## src/include/rx_acq_cfg_pkg.sv

```systemverilog
// register map, reset values and field positions of the acquisition config bank
// assumes 8-bit registers on a plain strobe port, one clock domain
package rx_acq_cfg_pkg;

  // ==========================================================
  // widths
  localparam int ADDR_W = 8;
  localparam int DATA_W = 8;
  localparam int IVAL_W = 24;
  localparam int THR_W = 12;

  // ==========================================================
  // offsets
  localparam logic [7:0] SOFT_RESET_ADDR = 8'h00;
  localparam logic [7:0] RX_CTRL1_ADDR = 8'h02;
  localparam logic [7:0] VSB_CONTROL_ADDR = 8'h03;
  localparam logic [7:0] GAIN_CONTROL_CFG_ADDR = 8'h04;
  localparam logic [7:0] VSB_IVAL_B0_ADDR = 8'h1b;
  localparam logic [7:0] VSB_IVAL_B1_ADDR = 8'h1c;
  localparam logic [7:0] VSB_IVAL_B2_ADDR = 8'h1d;
  localparam logic [7:0] QAM_IVAL_B0_ADDR = 8'h1e;
  localparam logic [7:0] QAM_IVAL_B1_ADDR = 8'h1f;
  localparam logic [7:0] QAM_IVAL_B2_ADDR = 8'h20;
  localparam logic [7:0] THR_LO_ADDR = 8'h21;
  localparam logic [7:0] THR_HI_ADDR = 8'h22;
  localparam logic [7:0] RX_STATUS_ADDR = 8'h26;

  // ==========================================================
  // field positions
  localparam int AUTO_RESTART_DISABLE_BIT = 4;
  localparam int GAIN_OUT_INVERT_BIT = 2;
  localparam int SEG_ERR_OVER_BIT = 3;

  // ==========================================================
  // reset values, write masks and vsb mode code
  localparam logic [7:0] VSB_CONTROL_RST = 8'h02;
  localparam logic [7:0] GAIN_CONTROL_CFG_RST = 8'h07;
  localparam logic [7:0] VSB_IVAL_B0_RST = 8'hbc;
  localparam logic [7:0] VSB_IVAL_B1_RST = 8'h64;
  localparam logic [7:0] VSB_IVAL_B2_RST = 8'h00;
  localparam logic [7:0] QAM_IVAL_B0_RST = 8'h00;
  localparam logic [7:0] QAM_IVAL_B1_RST = 8'h08;
  localparam logic [7:0] QAM_IVAL_B2_RST = 8'h00;
  localparam logic [7:0] THR_LO_RST = 8'h05;
  localparam logic [7:0] THR_HI_RST = 8'h00;
  localparam logic [7:0] RX_CTRL1_RST = 8'h00;
  localparam logic [7:0] VSB_CONTROL_RMASK = 8'h1f;
  localparam logic [7:0] GAIN_CONTROL_CFG_RMASK = 8'h07;
  localparam logic [7:0] THR_HI_RMASK = 8'h0f;
  localparam logic [1:0] MODE_VSB = 2'h0;

endpackage

```

## src/rx_acq_cfg_regs.sv

```systemverilog
// acquisition configuration registers: auto restart, gain output polarity,
// update intervals and segment error threshold with soft-reset staging
// assumes the demodulator supplies synchronous rs block and error pulses
//
// The implementer's own choice: the plain strobed port.
`timescale 1ns/10ps

module rx_acq_cfg_regs (
  // clock and reset
  input wire logic i_core_clk,
  input wire logic i_sys_rst,
  // register port
  input wire logic [rx_acq_cfg_pkg::ADDR_W-1:0] i_addr,
  input wire logic [rx_acq_cfg_pkg::DATA_W-1:0] i_wdata,
  input wire logic i_wr,
  input wire logic i_rd,
  output logic [rx_acq_cfg_pkg::DATA_W-1:0] o_rdata,
  // demodulator side
  input wire logic i_rs_block,
  input wire logic i_seg_err,
  input wire logic i_gain_raw,
  output logic o_gain_control_output,
  output logic o_acq_restart,
  output logic o_soft_reset
);
  import rx_acq_cfg_pkg::*;

  // written (shadow) copies
  logic [7:0] vsb_control_reg, vsb_control_next;
  logic [7:0] gain_cfg_wr_reg, gain_cfg_wr_next;
  logic [7:0] vsb_b0_reg, vsb_b0_next;
  logic [7:0] vsb_b1_wr_reg, vsb_b1_wr_next;
  logic [7:0] vsb_b2_reg, vsb_b2_next;
  logic [7:0] qam_b0_wr_reg, qam_b0_wr_next;
  logic [7:0] qam_b1_wr_reg, qam_b1_wr_next;
  logic [7:0] qam_b2_reg, qam_b2_next;
  logic [7:0] thr_lo_wr_reg, thr_lo_wr_next;
  logic [3:0] thr_hi_wr_reg, thr_hi_wr_next;
  logic [7:0] ctrl1_reg, ctrl1_next;
  // active copies, loaded at soft reset
  logic [7:0] gain_cfg_act_reg, gain_cfg_act_next;
  logic [7:0] vsb_b1_act_reg, vsb_b1_act_next;
  logic [7:0] qam_b0_act_reg, qam_b0_act_next;
  logic [7:0] qam_b1_act_reg, qam_b1_act_next;
  logic [THR_W-1:0] thr_act_reg, thr_act_next;
  // soft reset and outputs
  logic soft_rst_reg, soft_rst_next;
  logic restart_reg, restart_next;
  logic gain_out_reg, gain_out_next;
  logic [7:0] rdata_reg, rdata_next;
  // sampled gain input
  logic gain_meta_reg, gain_sync_reg;
  // monitor
  logic [IVAL_W-1:0] interval;
  logic over;
  logic interval_end;
  logic vsb_mode;
  logic wr_soft;

  // ==========================================================
  // register writes
  always_comb begin
    vsb_control_next = vsb_control_reg;
    gain_cfg_wr_next = gain_cfg_wr_reg;
    vsb_b0_next = vsb_b0_reg;
    vsb_b1_wr_next = vsb_b1_wr_reg;
    vsb_b2_next = vsb_b2_reg;
    qam_b0_wr_next = qam_b0_wr_reg;
    qam_b1_wr_next = qam_b1_wr_reg;
    qam_b2_next = qam_b2_reg;
    thr_lo_wr_next = thr_lo_wr_reg;
    thr_hi_wr_next = thr_hi_wr_reg;
    ctrl1_next = ctrl1_reg;
    if (i_wr) begin
      unique case (i_addr)
        RX_CTRL1_ADDR: ctrl1_next = i_wdata;
        // reserved nibble is kept as written; host is expected to write 2h
        VSB_CONTROL_ADDR: vsb_control_next = i_wdata & VSB_CONTROL_RMASK;
        // host is expected to write 3h into bits 1:0
        GAIN_CONTROL_CFG_ADDR: gain_cfg_wr_next = i_wdata & GAIN_CONTROL_CFG_RMASK;
        VSB_IVAL_B0_ADDR: vsb_b0_next = i_wdata;
        VSB_IVAL_B1_ADDR: vsb_b1_wr_next = i_wdata;
        VSB_IVAL_B2_ADDR: vsb_b2_next = i_wdata;
        QAM_IVAL_B0_ADDR: qam_b0_wr_next = i_wdata;
        QAM_IVAL_B1_ADDR: qam_b1_wr_next = i_wdata;
        QAM_IVAL_B2_ADDR: qam_b2_next = i_wdata;
        THR_LO_ADDR: thr_lo_wr_next = i_wdata;
        THR_HI_ADDR: thr_hi_wr_next = i_wdata[3:0];
        default: ;
      endcase
    end
  end

  always_ff @(posedge i_core_clk) begin
    if (i_sys_rst) begin
      vsb_control_reg <= VSB_CONTROL_RST;
      gain_cfg_wr_reg <= GAIN_CONTROL_CFG_RST;
      vsb_b0_reg <= VSB_IVAL_B0_RST;
      vsb_b1_wr_reg <= VSB_IVAL_B1_RST;
      vsb_b2_reg <= VSB_IVAL_B2_RST;
      qam_b0_wr_reg <= QAM_IVAL_B0_RST;
      qam_b1_wr_reg <= QAM_IVAL_B1_RST;
      qam_b2_reg <= QAM_IVAL_B2_RST;
      thr_lo_wr_reg <= THR_LO_RST;
      thr_hi_wr_reg <= THR_HI_RST[3:0];
      ctrl1_reg <= RX_CTRL1_RST;
    end else begin
      vsb_control_reg <= vsb_control_next;
      gain_cfg_wr_reg <= gain_cfg_wr_next;
      vsb_b0_reg <= vsb_b0_next;
      vsb_b1_wr_reg <= vsb_b1_wr_next;
      vsb_b2_reg <= vsb_b2_next;
      qam_b0_wr_reg <= qam_b0_wr_next;
      qam_b1_wr_reg <= qam_b1_wr_next;
      qam_b2_reg <= qam_b2_next;
      thr_lo_wr_reg <= thr_lo_wr_next;
      thr_hi_wr_reg <= thr_hi_wr_next;
      ctrl1_reg <= ctrl1_next;
    end
  end

  // ==========================================================
  // soft reset and auto restart
  assign wr_soft = i_wr && (i_addr == SOFT_RESET_ADDR);
  assign vsb_mode = (ctrl1_reg[1:0] == MODE_VSB);

  always_comb begin
    soft_rst_next = wr_soft;
    // an auto restart is handled like a host soft reset and also pulses o_acq_restart
    restart_next = interval_end && over && vsb_mode
                   && !vsb_control_reg[AUTO_RESTART_DISABLE_BIT];
    gain_cfg_act_next = gain_cfg_act_reg;
    vsb_b1_act_next = vsb_b1_act_reg;
    qam_b0_act_next = qam_b0_act_reg;
    qam_b1_act_next = qam_b1_act_reg;
    thr_act_next = thr_act_reg;
    if (soft_rst_reg || restart_reg) begin
      gain_cfg_act_next = gain_cfg_wr_reg;
      vsb_b1_act_next = vsb_b1_wr_reg;
      qam_b0_act_next = qam_b0_wr_reg;
      qam_b1_act_next = qam_b1_wr_reg;
      thr_act_next = {thr_hi_wr_reg, thr_lo_wr_reg};
    end
  end

  always_ff @(posedge i_core_clk) begin
    if (i_sys_rst) begin
      soft_rst_reg <= 1'b0;
      restart_reg <= 1'b0;
      gain_cfg_act_reg <= GAIN_CONTROL_CFG_RST;
      vsb_b1_act_reg <= VSB_IVAL_B1_RST;
      qam_b0_act_reg <= QAM_IVAL_B0_RST;
      qam_b1_act_reg <= QAM_IVAL_B1_RST;
      thr_act_reg <= {THR_HI_RST[3:0], THR_LO_RST};
    end else begin
      soft_rst_reg <= soft_rst_next;
      restart_reg <= restart_next;
      gain_cfg_act_reg <= gain_cfg_act_next;
      vsb_b1_act_reg <= vsb_b1_act_next;
      qam_b0_act_reg <= qam_b0_act_next;
      qam_b1_act_reg <= qam_b1_act_next;
      thr_act_reg <= thr_act_next;
    end
  end

  // ==========================================================
  // interval select and monitor
  // bytes without the soft-reset note act at once, the others use active copies
  assign interval = vsb_mode ? {vsb_b2_reg, vsb_b1_act_reg, vsb_b0_reg}
                             : {qam_b2_reg, qam_b1_act_reg, qam_b0_act_reg};

  seg_err_monitor #(
    .IVAL_W(IVAL_W),
    .THR_W(THR_W)
  ) u_mon (
    .i_core_clk(i_core_clk),
    .i_sys_rst(i_sys_rst),
    .i_restart(soft_rst_reg || restart_reg),
    .i_interval(interval),
    .i_threshold(thr_act_reg),
    .i_rs_block(i_rs_block),
    .i_seg_err(i_seg_err),
    .o_over(over),
    .o_interval_end(interval_end)
  );

  // ==========================================================
  // gain output polarity; raw input is a pin, so it is synchronised first
  always_ff @(posedge i_core_clk) begin
    if (i_sys_rst) begin
      gain_meta_reg <= 1'b0;
      gain_sync_reg <= 1'b0;
    end else begin
      gain_meta_reg <= i_gain_raw;
      gain_sync_reg <= gain_meta_reg;
    end
  end

  always_comb begin
    gain_out_next = gain_sync_reg ^ gain_cfg_act_reg[GAIN_OUT_INVERT_BIT];
  end

  always_ff @(posedge i_core_clk) begin
    if (i_sys_rst) begin
      gain_out_reg <= 1'b0;
    end else begin
      gain_out_reg <= gain_out_next;
    end
  end

  // ==========================================================
  // read data, one cycle after the strobe; unmapped reads give zero
  always_comb begin
    rdata_next = 8'h00;
    if (i_rd) begin
      unique case (i_addr)
        RX_CTRL1_ADDR: rdata_next = ctrl1_reg;
        VSB_CONTROL_ADDR: rdata_next = vsb_control_reg;
        GAIN_CONTROL_CFG_ADDR: rdata_next = gain_cfg_wr_reg;
        VSB_IVAL_B0_ADDR: rdata_next = vsb_b0_reg;
        VSB_IVAL_B1_ADDR: rdata_next = vsb_b1_wr_reg;
        VSB_IVAL_B2_ADDR: rdata_next = vsb_b2_reg;
        QAM_IVAL_B0_ADDR: rdata_next = qam_b0_wr_reg;
        QAM_IVAL_B1_ADDR: rdata_next = qam_b1_wr_reg;
        QAM_IVAL_B2_ADDR: rdata_next = qam_b2_reg;
        THR_LO_ADDR: rdata_next = thr_lo_wr_reg;
        THR_HI_ADDR: rdata_next = {4'h0, thr_hi_wr_reg};
        RX_STATUS_ADDR: rdata_next = {4'h0, over, 3'h0};
        default: rdata_next = 8'h00;
      endcase
    end
  end

  always_ff @(posedge i_core_clk) begin
    if (i_sys_rst) begin
      rdata_reg <= 8'h00;
    end else begin
      rdata_reg <= rdata_next;
    end
  end

  assign o_rdata = rdata_reg;
  assign o_gain_control_output = gain_out_reg;
  assign o_acq_restart = restart_reg;
  assign o_soft_reset = soft_rst_reg || restart_reg;

endmodule

```

## src/seg_err_monitor.sv

```systemverilog
// segment error counter over an update interval of rs blocks
// assumes block and error strobes are synchronous one-cycle pulses
`timescale 1ns/10ps
module seg_err_monitor #(
  parameter int IVAL_W = 24,
  parameter int THR_W = 12
) (
  // clock and reset
  input wire logic i_core_clk,
  input wire logic i_sys_rst,
  // restart of the window
  input wire logic i_restart,
  // interval and threshold
  input wire logic [IVAL_W-1:0] i_interval,
  input wire logic [THR_W-1:0] i_threshold,
  // events
  input wire logic i_rs_block,
  input wire logic i_seg_err,
  // results
  output logic o_over,
  output logic o_interval_end
);

  logic [IVAL_W-1:0] blk_cnt_reg, blk_cnt_next;
  logic [IVAL_W-1:0] err_cnt_reg, err_cnt_next;
  logic over_reg, over_next;
  logic end_reg, end_next;
  logic last_blk;
  logic [IVAL_W-1:0] err_total;

  // ==========================================================
  // interval counting and compare
  always_comb begin
    // an interval of zero is treated as one block so the window never stalls
    last_blk = i_rs_block && (blk_cnt_reg + 1'b1 >= i_interval);
    err_total = err_cnt_reg + {{(IVAL_W-1){1'b0}}, i_seg_err};
    blk_cnt_next = blk_cnt_reg;
    err_cnt_next = err_total;
    over_next = over_reg;
    end_next = 1'b0;
    if (i_restart) begin
      blk_cnt_next = '0;
      err_cnt_next = '0;
    end else if (last_blk) begin
      blk_cnt_next = '0;
      err_cnt_next = '0;
      over_next = err_total > {{(IVAL_W-THR_W){1'b0}}, i_threshold};
      end_next = 1'b1;
    end else if (i_rs_block) begin
      blk_cnt_next = blk_cnt_reg + 1'b1;
    end
  end

  always_ff @(posedge i_core_clk) begin
    if (i_sys_rst) begin
      blk_cnt_reg <= '0;
      err_cnt_reg <= '0;
      over_reg <= 1'b0;
      end_reg <= 1'b0;
    end else begin
      blk_cnt_reg <= blk_cnt_next;
      err_cnt_reg <= err_cnt_next;
      over_reg <= over_next;
      end_reg <= end_next;
    end
  end

  assign o_over = over_reg;
  assign o_interval_end = end_reg;

endmodule

```

## config.mk

```make
export PLATFORM = sky130hd
export DESIGN_NAME = rx_acq_cfg_regs
export DESIGN_NICKNAME = d
export VERILOG_FILES = /design/src/include/rx_acq_cfg_pkg.sv /design/src/rx_acq_cfg_regs.sv /design/src/seg_err_monitor.sv
export SDC_FILE = /design/constraint.sdc
export NUM_CORES = 1
export LEC_CHECK = 0
export BUFFER_PORTS_ARGS = -buffer_cell sky130_fd_sc_hd__buf_2
export CORE_MARGIN = 2
export CORE_UTILIZATION = 54
export CTS_BUF_LIST = sky130_fd_sc_hd__clkbuf_8
export CTS_CLUSTER_SIZE = 12
export DETAILED_ROUTE_END_ITERATION = 8
export GPL_ROUTABILITY_DRIVEN = 0
export GPL_TIMING_DRIVEN = 0
export PLACE_DENSITY = 0.69
export SLEW_MARGIN = 0
export SYNTH_ARGS = -nofsm -noshare
export SYNTH_HDL_FRONTEND = slang
export SYNTH_SLANG_ARGS = --single-unit
```

## constraint.sdc

```tcl
create_clock -name i_core_clk -period 4.3 [get_ports i_core_clk]
set_clock_uncertainty 0.2 [all_clocks]
set_input_delay 0.43 -clock i_core_clk [delete_from_list [all_inputs] [get_ports i_core_clk]]
set_output_delay 0.43 -clock i_core_clk [all_outputs]
set_load 0.01 [all_outputs]
```

Word-level counts from Yosys, hierarchy flattened --
Index checks and enable logic that the tools add are counted.
Word-level totals: bits in registers 178, output and inout bits 11, bits of input ports 23
Operators by class: muxes and demuxes 3, equal/unequal tests 12, reductions and logical operators 24, add/subtract/negate cells 2, $lt $le $gt $ge 2, bitwise logic cells 3
Operators with widths (number):
- $pmux W8 S12 | 1
- $eq A8 B5 Y1 const B | 5
- $eq A8 B6 Y1 const B | 4
- $add A24 B1 Y24 | 1
- $add A24 B1 Y24 const B | 1
- $ge A24 B24 Y1 | 1
- $gt A24 B12 Y1 | 1
- $mux W24 | 1
- $reduce_and A2 Y1 | 12
- $eq A8 B2 Y1 const B | 2
- $eq A8 B3 Y1 const B | 1
- $logic_not A8 Y1 | 1
- $logic_and A1 B1 Y1 | 5
- $reduce_or A2 Y1 | 2
- $reduce_or A3 Y1 | 1
- $logic_not A2 Y1 | 1
- $not A1 Y1 | 2
- $logic_not A1 Y1 | 1
- $logic_or A1 B1 Y1 | 1
- $mux W1 | 1
- $xor A1 B1 Y1 | 1

Longest topological paths before layout --
Gate-level depths: netlist of run 1.
word-level depth 5, gate-level depth with buffers 20, mapped depth without buffers 15

Hierarchy --
Synthesis of run 1 repeated with hierarchy kept, for this count alone.
Unflattened totals: cells, all modules 1047, area total of the unflattened synthesis 9064.9 µm²
By module, submodules not included:
- rx_acq_cfg_regs | sequential area each 2522.4 µm², times used 1, area each 5501.5 µm², cells an instance 619
- seg_err_monitor | sequential area each 1001.0 µm², times used 1, area each 3563.4 µm², cells an instance 428

Least setup slack after synthesis of run 1 --
No wires, ideal clock.
path type flip-flop to flip-flop, from reg u_mon.blk_cnt_reg[0], to reg u_mon.blk_cnt_reg[12], clock period less this slack 3.983 ns, stages on the path, launching flop included 18, data arrival time 3.666 ns, path buffers 3, path slack 0.317 ns, library setup time 0.117 ns, data required time 3.983 ns, path through dfxtp_1 > ha_1 > and3_1 > clkbuf_1 > nand4_1 > nor4_4 > and3_1 > nand3_1 > xnor2_1 > ha_1 > nand4_1 > or4_1 > o211ai_1 > nand2_1 > nand3_1 > buf_2 > buf_2 > nor2_1
On the way: word-level cells in the longest chain between the ends 4
RTL lines:
- start: declaration | RTL line seg_err_monitor.sv:24 | logic [IVAL_W-1:0] blk_cnt_reg, blk_cnt_next;
- start signal: assignment | RTL line seg_err_monitor.sv:61 | blk_cnt_reg <= blk_cnt_next;
- $add A24 B1 Y24 * | RTL line seg_err_monitor.sv:35, seg_err_monitor.sv:50
- $ge A24 B24 Y1 | RTL line seg_err_monitor.sv:35 | last_blk = i_rs_block && (blk_cnt_reg + 1'b1 >= i_interval);
- $logic_and A1 B1 Y1 | RTL line seg_err_monitor.sv:35
- $reduce_or A3 Y1 (no line)
Every way passes the cells marked *; elsewhere a longest branch is shown, timed or not. A chain may end at the register's enable or synchronous reset.

Final worst setup path of run 1 --
from reg u_mon.blk_cnt_reg[9], to reg u_mon.blk_cnt_reg[8]
On the way: word-level cells in the longest chain between the ends 4
RTL lines (RTL line):
- $add A24 B1 Y24 | seg_err_monitor.sv:35
- $ge A24 B24 Y1 | seg_err_monitor.sv:35
- $logic_and A1 B1 Y1 | seg_err_monitor.sv:35
- $reduce_or A3 Y1 (no line)
Every way passes these cells.

==> metrics.cfg, run 1 <==
[routing]
route.detailed.drc = 0
via_count = 7638
antenna_left = 0
wire_per_inst_um = 18.4
drt_iter0_drc = 843
drt_wl_total_mm = 24.2
drt-vias-per-instance = 5.80
drt_first_pass_iters = 6

[timing]
worst_pin_slew_ns = 1.21
finalHoldViolCount = 0
fmax_mhz = 241
worst_hold_slack_ns = 0.0800
rsz0062_at_grt = false
report.final.slew_viol_count = 0
post-route-min-period_ns = 4.14
slew_headroom_pct = 18.4
post-route-period-util_pct = 96.3
setup_tns_ns = 0
setup_viol = 0

[grt]
track_usage_pct = 28.6
antenna_found_initial = 0
grt_pass1_vias = 7070
grt_max_degree = 19
grt_overflow = 0
grt_first_pass_wirelength_mm = 38.5

[clock_tree]
cts_max_level = 4
cts_root_buf = clkbuf_8
clk_pin_slew_ns = 0.11
clock-sinks = 176
cts-buffers-inserted = 17
clock_latency_ns = 0.49
cts_tree = built
cts_buffer_depth = 2

[cells_and_area]
mostFrequentLayoutCells = nand2_1 (192), dfxtp_1 (173), a21oi_1 (91), nor2_1 (78), nand3_1 (66)
instances_no_fill = 1317
area_growth_syn_to_layout_pct = 10.3
final_common_cell = nand2_1
n_antenna_cell = 0
design_area_um2 = 9620
layout.nets = 1150
layout-drive-gt1-share_pct = 9.26

[synth]
synth_edf_count = 0
synth_area_leaders = dfxtp_1 (40%), nand2_1 (8.3%), ha_1 (5.6%), a21oi_1 (5.2%), xor2_1 (5.1%)
post-synth-top-area-fraction_pct = 40.4
syn_inst = 1039
netlist_area_um2 = 8720
synth.distinct_cells = 55
ys_seq_elements = 176
yosysWarnings = 0
synth_top_cell_by_area = dfxtp_1
async_flop_share_pct = 0
yosysSeqAreaShare_pct = 40.4
syn_area_per_cell_um2 = 8.40
syn_nets = 1101
synth_flop_cell = dfxtp_1

[floorplan]
initial_utilization_pct = 55.1
coreArea_um2 = 15800
row_count = 46
die_y_um = 131
ios = 34
dieWidth_um = 131
dieArea_um2 = 17200

[power]
cellPowerDensity_nw_per_um2 = 309
leakage_uw = 0.00389
irDropWorstVdd_v = 0.000243

[job]
drv_cap = 0

[worst_setup_path]
crit_path_end_kind = flip-flop
critPathLaunchType = flip-flop
critPathRequiredTime_ns = 4.47
critical_path.max_fanout = 10
arrival_ns = 4.31
worstSetupPathType = flip-flop to flip-flop

[outcome]
outcome = finished, final reports clean

[placement]
post-place-cells = 1279
io_buffers = 24
place_area_um2 = 9120
dpl.hpwl_mm = 17.6

[worst_hold_path]
hold_class = input pin to flip-flop

==> worst max-delay path, stage by stage (launching register included) <==
cell and delay (ns):
dfxtp_1 0.32, buf_4 0.14, nand3_2 0.08, or3_1 0.38
buf_6 0.15, nor4_4 0.30, and3_4 0.25, nand3_1 0.10
xnor2_1 0.15, ha_1 0.33, nand4_1 0.14, or4_1 0.54
o211ai_1 0.26, nand2_1 0.14, nand3_2 0.15, buf_6 0.16
buf_4 0.18, nor2_1 0.06
==> power by group <==
part / switching [uW] / internal [uW]
clock: 690 / 506
combinational: 97.0 / 37.8
sequential: 4.59 / 1640
total: 791 / 2180
==> metal layers <==
layer | vias to the layer above | routed length [um] | global-route usage [%]
met5 | - | 0 | 0
met4 | 0 | 692 | 11.4
met3 | 69 | 1700 | 5.90
met2 | 294 | 11000 | 45.3
met1 | 3553 | 10800 | 38.3
li1 | 3722 | - | -
==> area by class of cell <==
cell class              instances  area (um2)
plain buffers                  65         313
clock buffers                  18         248
clock inverters                14         166
fillers                      1444        6210
inverters                      20        75.1
multi-input cells             777        4850
flip-flops and latches        176        3530
well taps                     216         270
repair buffers                 31         175
==> cells by family (layout without fill, tap and decap cells) <==
kind of cell | count (synthesis) | count (layout) | synth area share, %
AOI/OAI and AO/OA | 170 | 170 | 12.3
DFF | 176 | 176 | 40.4
xor gates and xnor gates | 70 | 70 | 7.03
and+or+nand+nor | 452 | 452 | 25.1
adders and majority gates | 39 | 39 | 5.59
buffers and inverters | 86 | 148 | 4.27
muxes | 46 | 46 | 5.31
==> final timing paths <==
kind	start	endpoint	cells past startpoint	slack, ns
max reg2reg	u_mon.blk_cnt_reg[9]	u_mon.blk_cnt_reg[8]	17	0.16
max	u_mon.blk_cnt_reg[9]	u_mon.blk_cnt_reg[8]	17	0.16
min	i_wdata[6]	vsb_b0_reg[6]	3	0.08
min reg2reg	gain_meta_reg	gain_sync_reg	1	0.25
==> metrics by stage <==
step / util [%] / total power, uW / setup slack, ns
2_1_floorplan: - / 1760 / 0.317
3_3_place_gp: 57.6 / 1810 / -0.312
3_5_place_dp: 57.6 / 1810 / -0.367
4_1_cts: 60.6 / 2980 / 0.0139
5_1_grt: 60.8 / 3060 / 0.000389
6_report: 60.8 / 2970 / 0.159
==> cell usage after synthesis (all sizes together) (2+ instances only) <==
master and instances:
and2 4, o211ai 7, nand2 192, ha 39, a31oi 9, mux2i 44, xor2 51, nor3 10
a222oi 7, nor3b 2, o22ai 3, o21ai 8, o21bai 2, nor4 14, mux2 2, a211oi 4
nor2 80, clkbuf 53, a22o 8, dfxtp 176, a221oi 10, and3 20, nand2b 5, nand4 18
nand3b 13, buf 13, a211o 10, inv 20, or3 2, a22oi 5, nand3 70, a21oi 91
xnor2 19, a2111oi 2, nor2b 18
==> timing repair <==
| item | in CTS | in global routing |
|---|---|---|
| hold buffers | 1 | 0 |
| endpoints found under the hold margin | 1 | 0 |
| pin swaps | 2 | 3 |
| endpoints found under the setup margin | 48 | 48 |
| resized for setup | 10 | 5 |
| buffers inserted | 3 | 3 |
(Power assumes the default switching activity.)
==> run 2: changes to the inputs <==
ABC_AREA = 1   (was default)
==> run 2 against run 1 <==
Compared with the run above:
- critical path depth is 2 lower
- fmax is 7.3% higher
- cell area is 1.5% higher
- highest routed layer unchanged
==> metrics.cfg, run 2 <==
[floorplan]
dieArea_um2 = 17500  ; +1.9%
initial_utilization_pct = 55.6  ; +0.45 points
coreArea_um2 = 16000  ; +1.1%
dieWidth_um = 132  ; +0.93%
row_count = 46  ; unchanged
die_y_um = 132  ; +0.93%
ios = 34  ; unchanged

[worst_setup_path]
r2r_cells = 15  ; -2
crit_top_cell = nand2_1
cp_slowest_stage_delay_ns = 0.69  ; +0.15 ns
worstSetupPathType = flip-flop to flip-flop
critical_path.max_fanout = 10  ; unchanged
critPathRequiredTime_ns = 4.44  ; -0.03 ns
slowest_stage = buf_1
r2r_end = u_mon.blk_cnt_reg[1]
crit_path_end_kind = flip-flop
arrival_ns = 4.00  ; -0.31 ns
path_delay_family = buffers and inverters
rrSetupSlack_ns = 0.44  ; +0.28 ns
critPathLaunchType = flip-flop
path_buf_inv = 4  ; unchanged
reg2reg_from = ctrl1_reg[0]
cp_cell_sequence = nor2_1 -> buf_1 -> clkbuf_1 -> o21ai_0 -> ha_1 -> nand2_1 -> inv_1 -> nand4_1 -> nor2_1 -> nand2_1 -> nand4_1 -> nand2_1 -> nand3_1 -> clkbuf_1 -> a21oi_1

[grt]
track_usage_pct = 28.5  ; -0.085 points
antenna_found_initial = 0  ; unchanged
grt_first_pass_wirelength_mm = 39.6  ; +2.6%
grt_overflow = 0  ; unchanged
grt_max_degree = 19  ; unchanged
grt_pass1_vias = 7712  ; +9.1%

[synth]
synth_top_cell_by_area = dfxtp_1
netlist_area_um2 = 8890  ; +1.9%
syn_nets = 1306  ; +19%
ys_seq_elements = 176  ; unchanged
post-synth-top-area-fraction_pct = 39.6  ; -0.76 points
synth_area_leaders = dfxtp_1 (40%), nand2_1 (9.7%), inv_1 (7.5%), a21oi_1 (6.9%), o21ai_0 (6.5%)
synth.distinct_cells = 40  ; -27%
synthTopCellsByCount = nand2_1 (229), inv_1 (178), dfxtp_1 (176)
async_flop_share_pct = 0  ; unchanged
syn_area_per_cell_um2 = 7.15  ; -15%
synth_edf_count = 0  ; unchanged
yosysSeqAreaShare_pct = 39.6  ; -0.76 points
synth_flop_cell = dfxtp_1
yosysWarnings = 0  ; unchanged
yosysMostFrequentCell = nand2_1
syn_inst = 1244  ; +20%

[outcome]
outcome = finished, final reports clean

[worst_hold_path]
min_from = i_wr
hold_class = input pin to flip-flop
worstHoldPathCells = 3  ; unchanged
whs_endpoint = soft_rst_reg

[routing]
route.detailed.drc = 0  ; unchanged
drt_first_pass_iters = 6  ; unchanged
drt_wl_total_mm = 24.4  ; +0.94%
via_count = 8288  ; +8.5%
drt_iter0_drc = 893  ; +5.9%
antenna_left = 0  ; unchanged
drt-vias-per-instance = 5.44  ; -6.2%
wire_per_inst_um = 16.0  ; -13%

[cells_and_area]
mostFrequentLayoutCells = nand2_1 (229), inv_1 (178), dfxtp_1 (176), nor2_1 (126), a21oi_1 (123)
area_growth_syn_to_layout_pct = 9.89
multi_input_area_um2 = 4480  ; -7.5%
instances_no_fill = 1523  ; +16%
seq_area_um2 = 3520  ; -0.11%
n_antenna_cell = 0  ; unchanged
nFillCells = 1565  ; +8.4%
final_common_cell = nand2_1
layout.nets = 1356  ; +18%
layout-drive-gt1-share_pct = 8.03  ; -1.2 points
postLayoutCoreUtil_pct = 61.1  ; +0.27 points

[clock_tree]
cts_resized = 0  ; -10
clk_pin_slew_ns = 0.11  ; about the same
cts_buffer_depth = 2  ; unchanged
cts_root_buf = clkbuf_8
clock_latency_ns = 0.49  ; about the same
postCtsSetupBuffers = 0  ; -3
cts_tree = built
clock-sinks = 176  ; unchanged
cts_max_level = 4  ; unchanged
cts-buffers-inserted = 17  ; unchanged

[timing]
postLayoutSetupSlackWorst_ns = 0.439  ; +0.280 ns
finalHoldViolCount = 0  ; unchanged
worst_pin_slew_ns = 0.865  ; -0.349 ns
setup_tns_ns = 0  ; unchanged
setup_viol = 0  ; unchanged
report.final.slew_viol_count = 0  ; unchanged
fmax_mhz = 259  ; +7.3%
rsz0062_at_grt = false
post-route-min-period_ns = 3.86  ; -0.280 ns
post-route-period-util_pct = 89.8  ; -6.5 points
slew_headroom_pct = 42.4  ; +24 points

[power]
leakage_uw = 0.00438  ; +12%
irDropWorstVdd_v = 0.000313  ; +29%
cellPowerDensity_nw_per_um2 = 321  ; +3.9%

[placement]
preCtsSetupSlack_ns = 0.508  ; +0.875 ns
post-place-cells = 1490  ; +16%
io_buffers = 30  ; +25%
dpl.hpwl_mm = 18.6  ; +6.1%

[job]
drv_cap = 0  ; unchanged

-- run 2: worst register-to-register path, cell delays in order, from the launching register on --
cell and delay, ns:
dfxtp_1 0.34, nor2_1 0.29, buf_1 0.70, clkbuf_1 0.38, o21ai_0 0.17, ha_1 0.32
nand2_1 0.06, inv_1 0.07, nand4_1 0.13, nor2_1 0.12, nand2_1 0.06, nand4_1 0.11
nand2_1 0.06, nand3_1 0.11, clkbuf_1 0.50, a21oi_1 0.09
-- run 2: worst max-delay path by stage --
stage                                     from                     to  slack (ns)  cells past startpoint
after floorplan           u_mon.blk_cnt_reg[2]   u_mon.err_cnt_reg[5]        1.38                     18
after global placement            ctrl1_reg[0]  u_mon.err_cnt_reg[13]        0.54                     16
after detailed placement          ctrl1_reg[0]   u_mon.blk_cnt_reg[5]        0.51                     16
after CTS                         ctrl1_reg[0]  u_mon.err_cnt_reg[22]        0.48                     15
after global routing              ctrl1_reg[0]  u_mon.err_cnt_reg[20]        0.11                     15
final                             ctrl1_reg[0]   u_mon.blk_cnt_reg[1]        0.44                     15
-- run 2: per-stage QoR --
| stage | instance area [um2] | hold WS (ns) | total power, uW |
|---|---|---|---|
| after global routing | 9770 | 0.0455 | 3220 |
| after detailed placement | 9310 | 0.197 | 1860 |
| final | 9770 | 0.0548 | 3130 |
| after global placement | 9310 | 0.189 | 1860 |
| after floorplan | 8890 | 0.188 | 1790 |
| after CTS | 9770 | 0.0232 | 3140 |
-- run 2: final cells by class --
cell class	instances	area share, %
Sequential cell	176	36.1
Inverter	181	6.95
Timing Repair Buffer	31	1.64
Multi-Input combinational cell	841	45.9
Tap cell	216	2.77
Clock buffer	17	2.39
Clock inverter	15	2.20
Buffer	46	2.10
-- run 2: power by group --
part           leakage (uW)  switching [uW]  total, uW  internal, uW
clock network      0.000228             696       1300           608
registers           0.00142            10.3       1650          1640
logic               0.00273             127        176          49.4
total               0.00438             834       3130          2300
-- run 2: cells by family (layout without fill, tap and decap cells) --
kind of cell	count (synthesis)	after routing	synth area share [%]
AND/OR/NAND/NOR	471	471	23.1
XOR/XNOR	25	25	2.63
adder cells (fa/ha/maj)	39	39	5.49
buffers and inverters	227	290	9.95
flip-flops	176	176	39.6
AO/OA/AOI/OAI	296	296	18.1
multiplexers	10	10	1.13
-- run 2: routing by layer --
layer  part of all wire (%)  up-vias  GRT usage (%)  wire [um]
li1                       -     4175              -          -
met1                     45     3771           37.4      11100
met2                     45      277           45.5      11000
met3                    6.0       65           5.88       1470
met4                    3.7        0           12.4        915
met5                      0        -              0          0
-- run 2: timing repair --
| action | in CTS | in global routing |
|---|---|---|
| hold buffers | 1 | 0 |
| endpoints found under the setup margin | 0 | 0 |
| hold endpoints to repair | 1 | 0 |
==> run 3: changes to the inputs <==
SYNTH_HIERARCHICAL = 1   (was default)
==> run 3 against run 2 <==
Compared with the run above:
- core utilization shrank 1.5 points
- register-to-register slack better by 0.36 ns
- combinational power increased by 31%
- via count is 8.4% higher
- fmax up 10%
- clock power down 8%
- cell area rose by 8.8%
- flip-flop and latch count unchanged
- synthesized cell count increased by 9.0%
- largest power group unchanged
==> metrics.cfg, run 3 <==
[clock_tree]
postCtsSetupBuffers = 0  ; unchanged
clk_pin_slew_ns = 0.09  ; -0.02 ns
cts_tree = built
cts_buffer_depth = 2  ; unchanged
cts_max_level = 4  ; unchanged
cts_root_buf = clkbuf_8
clock-sinks = 176  ; unchanged
cts-buffers-inserted = 17  ; unchanged
clock_latency_ns = 0.48  ; about the same

[power]
cellPowerDensity_nw_per_um2 = 290  ; -9.7%
leakage_uw = 0.00479  ; +9.5%
irDropWorstVdd_v = 0.000219  ; -30%

[worst_setup_path]
cp_cell_sequence = nor2_1 -> buf_2 -> clkbuf_1 -> nor2_1 -> a21oi_1 -> inv_1 -> ha_1 -> nand2_1 -> nor2_1 -> nand2_1 -> inv_1 -> nand2_1 -> nand4_1 -> nand2_1 -> nand3_1 -> buf_4 -> buf_4 -> nor2_1
arrival_ns = 3.67  ; -0.33 ns
critPathLaunchType = flip-flop
worstSetupPathType = flip-flop to flip-flop
slowest_stage = clkbuf_1
cp_slowest_stage_delay_ns = 0.36  ; -0.33 ns
critPathRequiredTime_ns = 4.47  ; +0.03 ns
crit_path_end_kind = flip-flop
critical_path.max_fanout = 10  ; unchanged
r2r_cells = 18  ; +3

[synth]
async_flop_share_pct = 0  ; unchanged
synth_top_cell_by_area = dfxtp_1
post-synth-top-area-fraction_pct = 36.1  ; -3.6 points
netlist_area_um2 = 9770  ; +9.9%
synth.distinct_cells = 50  ; +25%
yosysMostFrequentCell = nand2_1
yosysSeqAreaShare_pct = 36.1  ; -3.6 points
synthTopCellsByCount = nand2_1 (265), dfxtp_1 (176), nor2_1 (153)
syn_inst = 1356  ; +9.0%
synth_area_leaders = dfxtp_1 (36%), nand2_1 (10%), nor2_1 (5.9%), inv_1 (5.8%), a21oi_1 (5.7%)
yosysWarnings = 6  ; +6
syn_nets = 1418  ; +8.6%
synth_flop_cell = dfxtp_1
syn_area_per_cell_um2 = 7.20  ; +0.79%
ys_seq_elements = 176  ; unchanged
synth_edf_count = 0  ; unchanged

[cells_and_area]
area_growth_syn_to_layout_pct = 8.85
n_antenna_cell = 0  ; unchanged
final_common_cell = nand2_1
postLayoutCoreUtil_pct = 59.6  ; -1.5 points
design_area_um2 = 10600  ; +8.8%
layout.nets = 1470  ; +8.4%
nFillCells = 1714  ; +9.5%
layout-drive-gt1-share_pct = 15.8  ; +7.8 points
multi_input_area_um2 = 5250  ; +17%
instances_no_fill = 1649  ; +8.3%
seq_area_um2 = 3520  ; unchanged
mostFrequentLayoutCells = nand2_1 (265), dfxtp_1 (176), nor2_1 (153), inv_1 (151), a21oi_1 (112)

[grt]
track_usage_pct = 28.5  ; about the same
grt_max_degree = 17  ; -2
antenna_found_initial = 0  ; unchanged
grt_first_pass_wirelength_mm = 42.9  ; +8.5%
grt_pass1_vias = 8095  ; +5.0%
grt_overflow = 0  ; unchanged

[job]
drv_cap = 0  ; unchanged

[routing]
drt-vias-per-instance = 5.45  ; about the same
drt_first_pass_iters = 6  ; unchanged
drt_wl_total_mm = 27.2  ; +11%
route.detailed.drc = 0  ; unchanged
antenna_left = 0  ; unchanged
via_count = 8981  ; +8.4%
wire_per_inst_um = 16.5  ; +2.9%
wl_met3_mm = 2.15  ; +47%
wl_met1_mm = 12.5  ; +13%
drt_iter0_drc = 1058  ; +18%
route.top_layer_used = met4
wl_met2_mm = 11.7  ; +7.0%

[timing]
post-route-period-util_pct = 81.5  ; -8.3 points
worst_pin_slew_ns = 0.798  ; -0.0663 ns
slew_headroom_pct = 46.8  ; +4.4 points
fmax_mhz = 285  ; +10%
finalHoldViolCount = 0  ; unchanged
post-route-min-period_ns = 3.50  ; -0.356 ns
setup_tns_ns = 0  ; unchanged
setup_viol = 0  ; unchanged
rsz0062_at_grt = false
report.final.slew_viol_count = 0  ; unchanged

[floorplan]
dieWidth_um = 138  ; +4.7%
coreArea_um2 = 17800  ; +12%
ios = 34  ; unchanged
die_y_um = 138  ; +4.7%
row_count = 49  ; +6.5%
initial_utilization_pct = 54.8  ; -0.82 points
dieArea_um2 = 19200  ; +9.6%

[placement]
place_area_um2 = 10200  ; +9.6%
post-place-cells = 1616  ; +8.5%
io_buffers = 31  ; +3.3%
dpl.hpwl_mm = 20.6  ; +10%

[outcome]
outcome = finished, final reports clean

[worst_hold_path]
hold_class = input pin to flip-flop
worstHoldPathCells = 3  ; unchanged

-- run 3: cell count changes after synthesis, sizes merged, moves of 10 or more --
cell,previous run,this run
nand3,49,115
nand2,230,287
nor2,136,187
a211oi,21,3
o22ai,18,0
buf,16,29
mux2,0,11
mux2i,10,0
-- run 3: worst paths after layout --
path                               startpoint              endpoint  slack [ns]
worst max-delay path             ctrl1_reg[0]  u_mon/err_cnt_reg[3]        0.80
worst min-delay path               i_wdata[0]      qam_b1_wr_reg[0]        0.05
worst max register to register   ctrl1_reg[0]  u_mon/err_cnt_reg[3]        0.80
worst min register to register  gain_meta_reg         gain_sync_reg        0.23
-- run 3: final cells by class --
cell class	instances	area share (%)
Multi-Input combinational cell	948	49.4
Inverter	178	6.32
Sequential cell	176	33.1
Timing Repair Buffer	33	1.65
Tap cell	229	2.69
Clock buffer	18	2.33
Clock inverter	13	1.46
Buffer	54	3.01
-- run 3: per-stage QoR --
step	worst slack, ns	hold WS [ns]	total power (uW)
floorplan	1.42	0.188	1840
global placement	0.908	0.205	1910
detailed placement	0.888	0.217	1920
CTS	0.844	0.0330	3090
global route	0.538	0.0807	3190
finish	0.795	0.0512	3080
-- run 3: critical path, delay by kind of cell, from the launching register on --
family	cells	cell delay, ns
DFF	1	0.34
buffers and inverters	6	1.28
and+or+nand+nor	10	1.06
adders and majority gates	1	0.31
AOI/OAI and AO/OA	1	0.20
-- run 3: cell families after synthesis --
| group | share of synthesized area, % |
|---|---|
| fa+ha+maj | 5.00 |
| flops | 36.1 |
| mux | 1.27 |
| simple gates | 31.7 |
| xor+xnor | 2.40 |
| compound gates | 13.4 |
| buf+inv | 10.2 |
-- run 3: layer usage --
metal	track usage, %	vias to the layer above
li1	-	4458
met1	41.2	4090
met2	43.1	371
met3	4.95	62
met4	9.72	0
met5	0	-
-- run 3: power breakdown --
| group | internal, uW | leakage [uW] | switching, uW |
|---|---|---|---|
| Sequential | 1640 | 0.00142 | 12.4 |
| Clock | 539 | 0.000194 | 654 |
| Combinational | 67.4 | 0.00318 | 163 |
| Total | 2250 | 0.00479 | 829 |
-- run 3: what timing repair did --
action,in CTS,in global routing
resized for setup,0,0
hold buffers,2,0
endpoints found under the setup margin,0,0
endpoints found under the hold margin,2,0
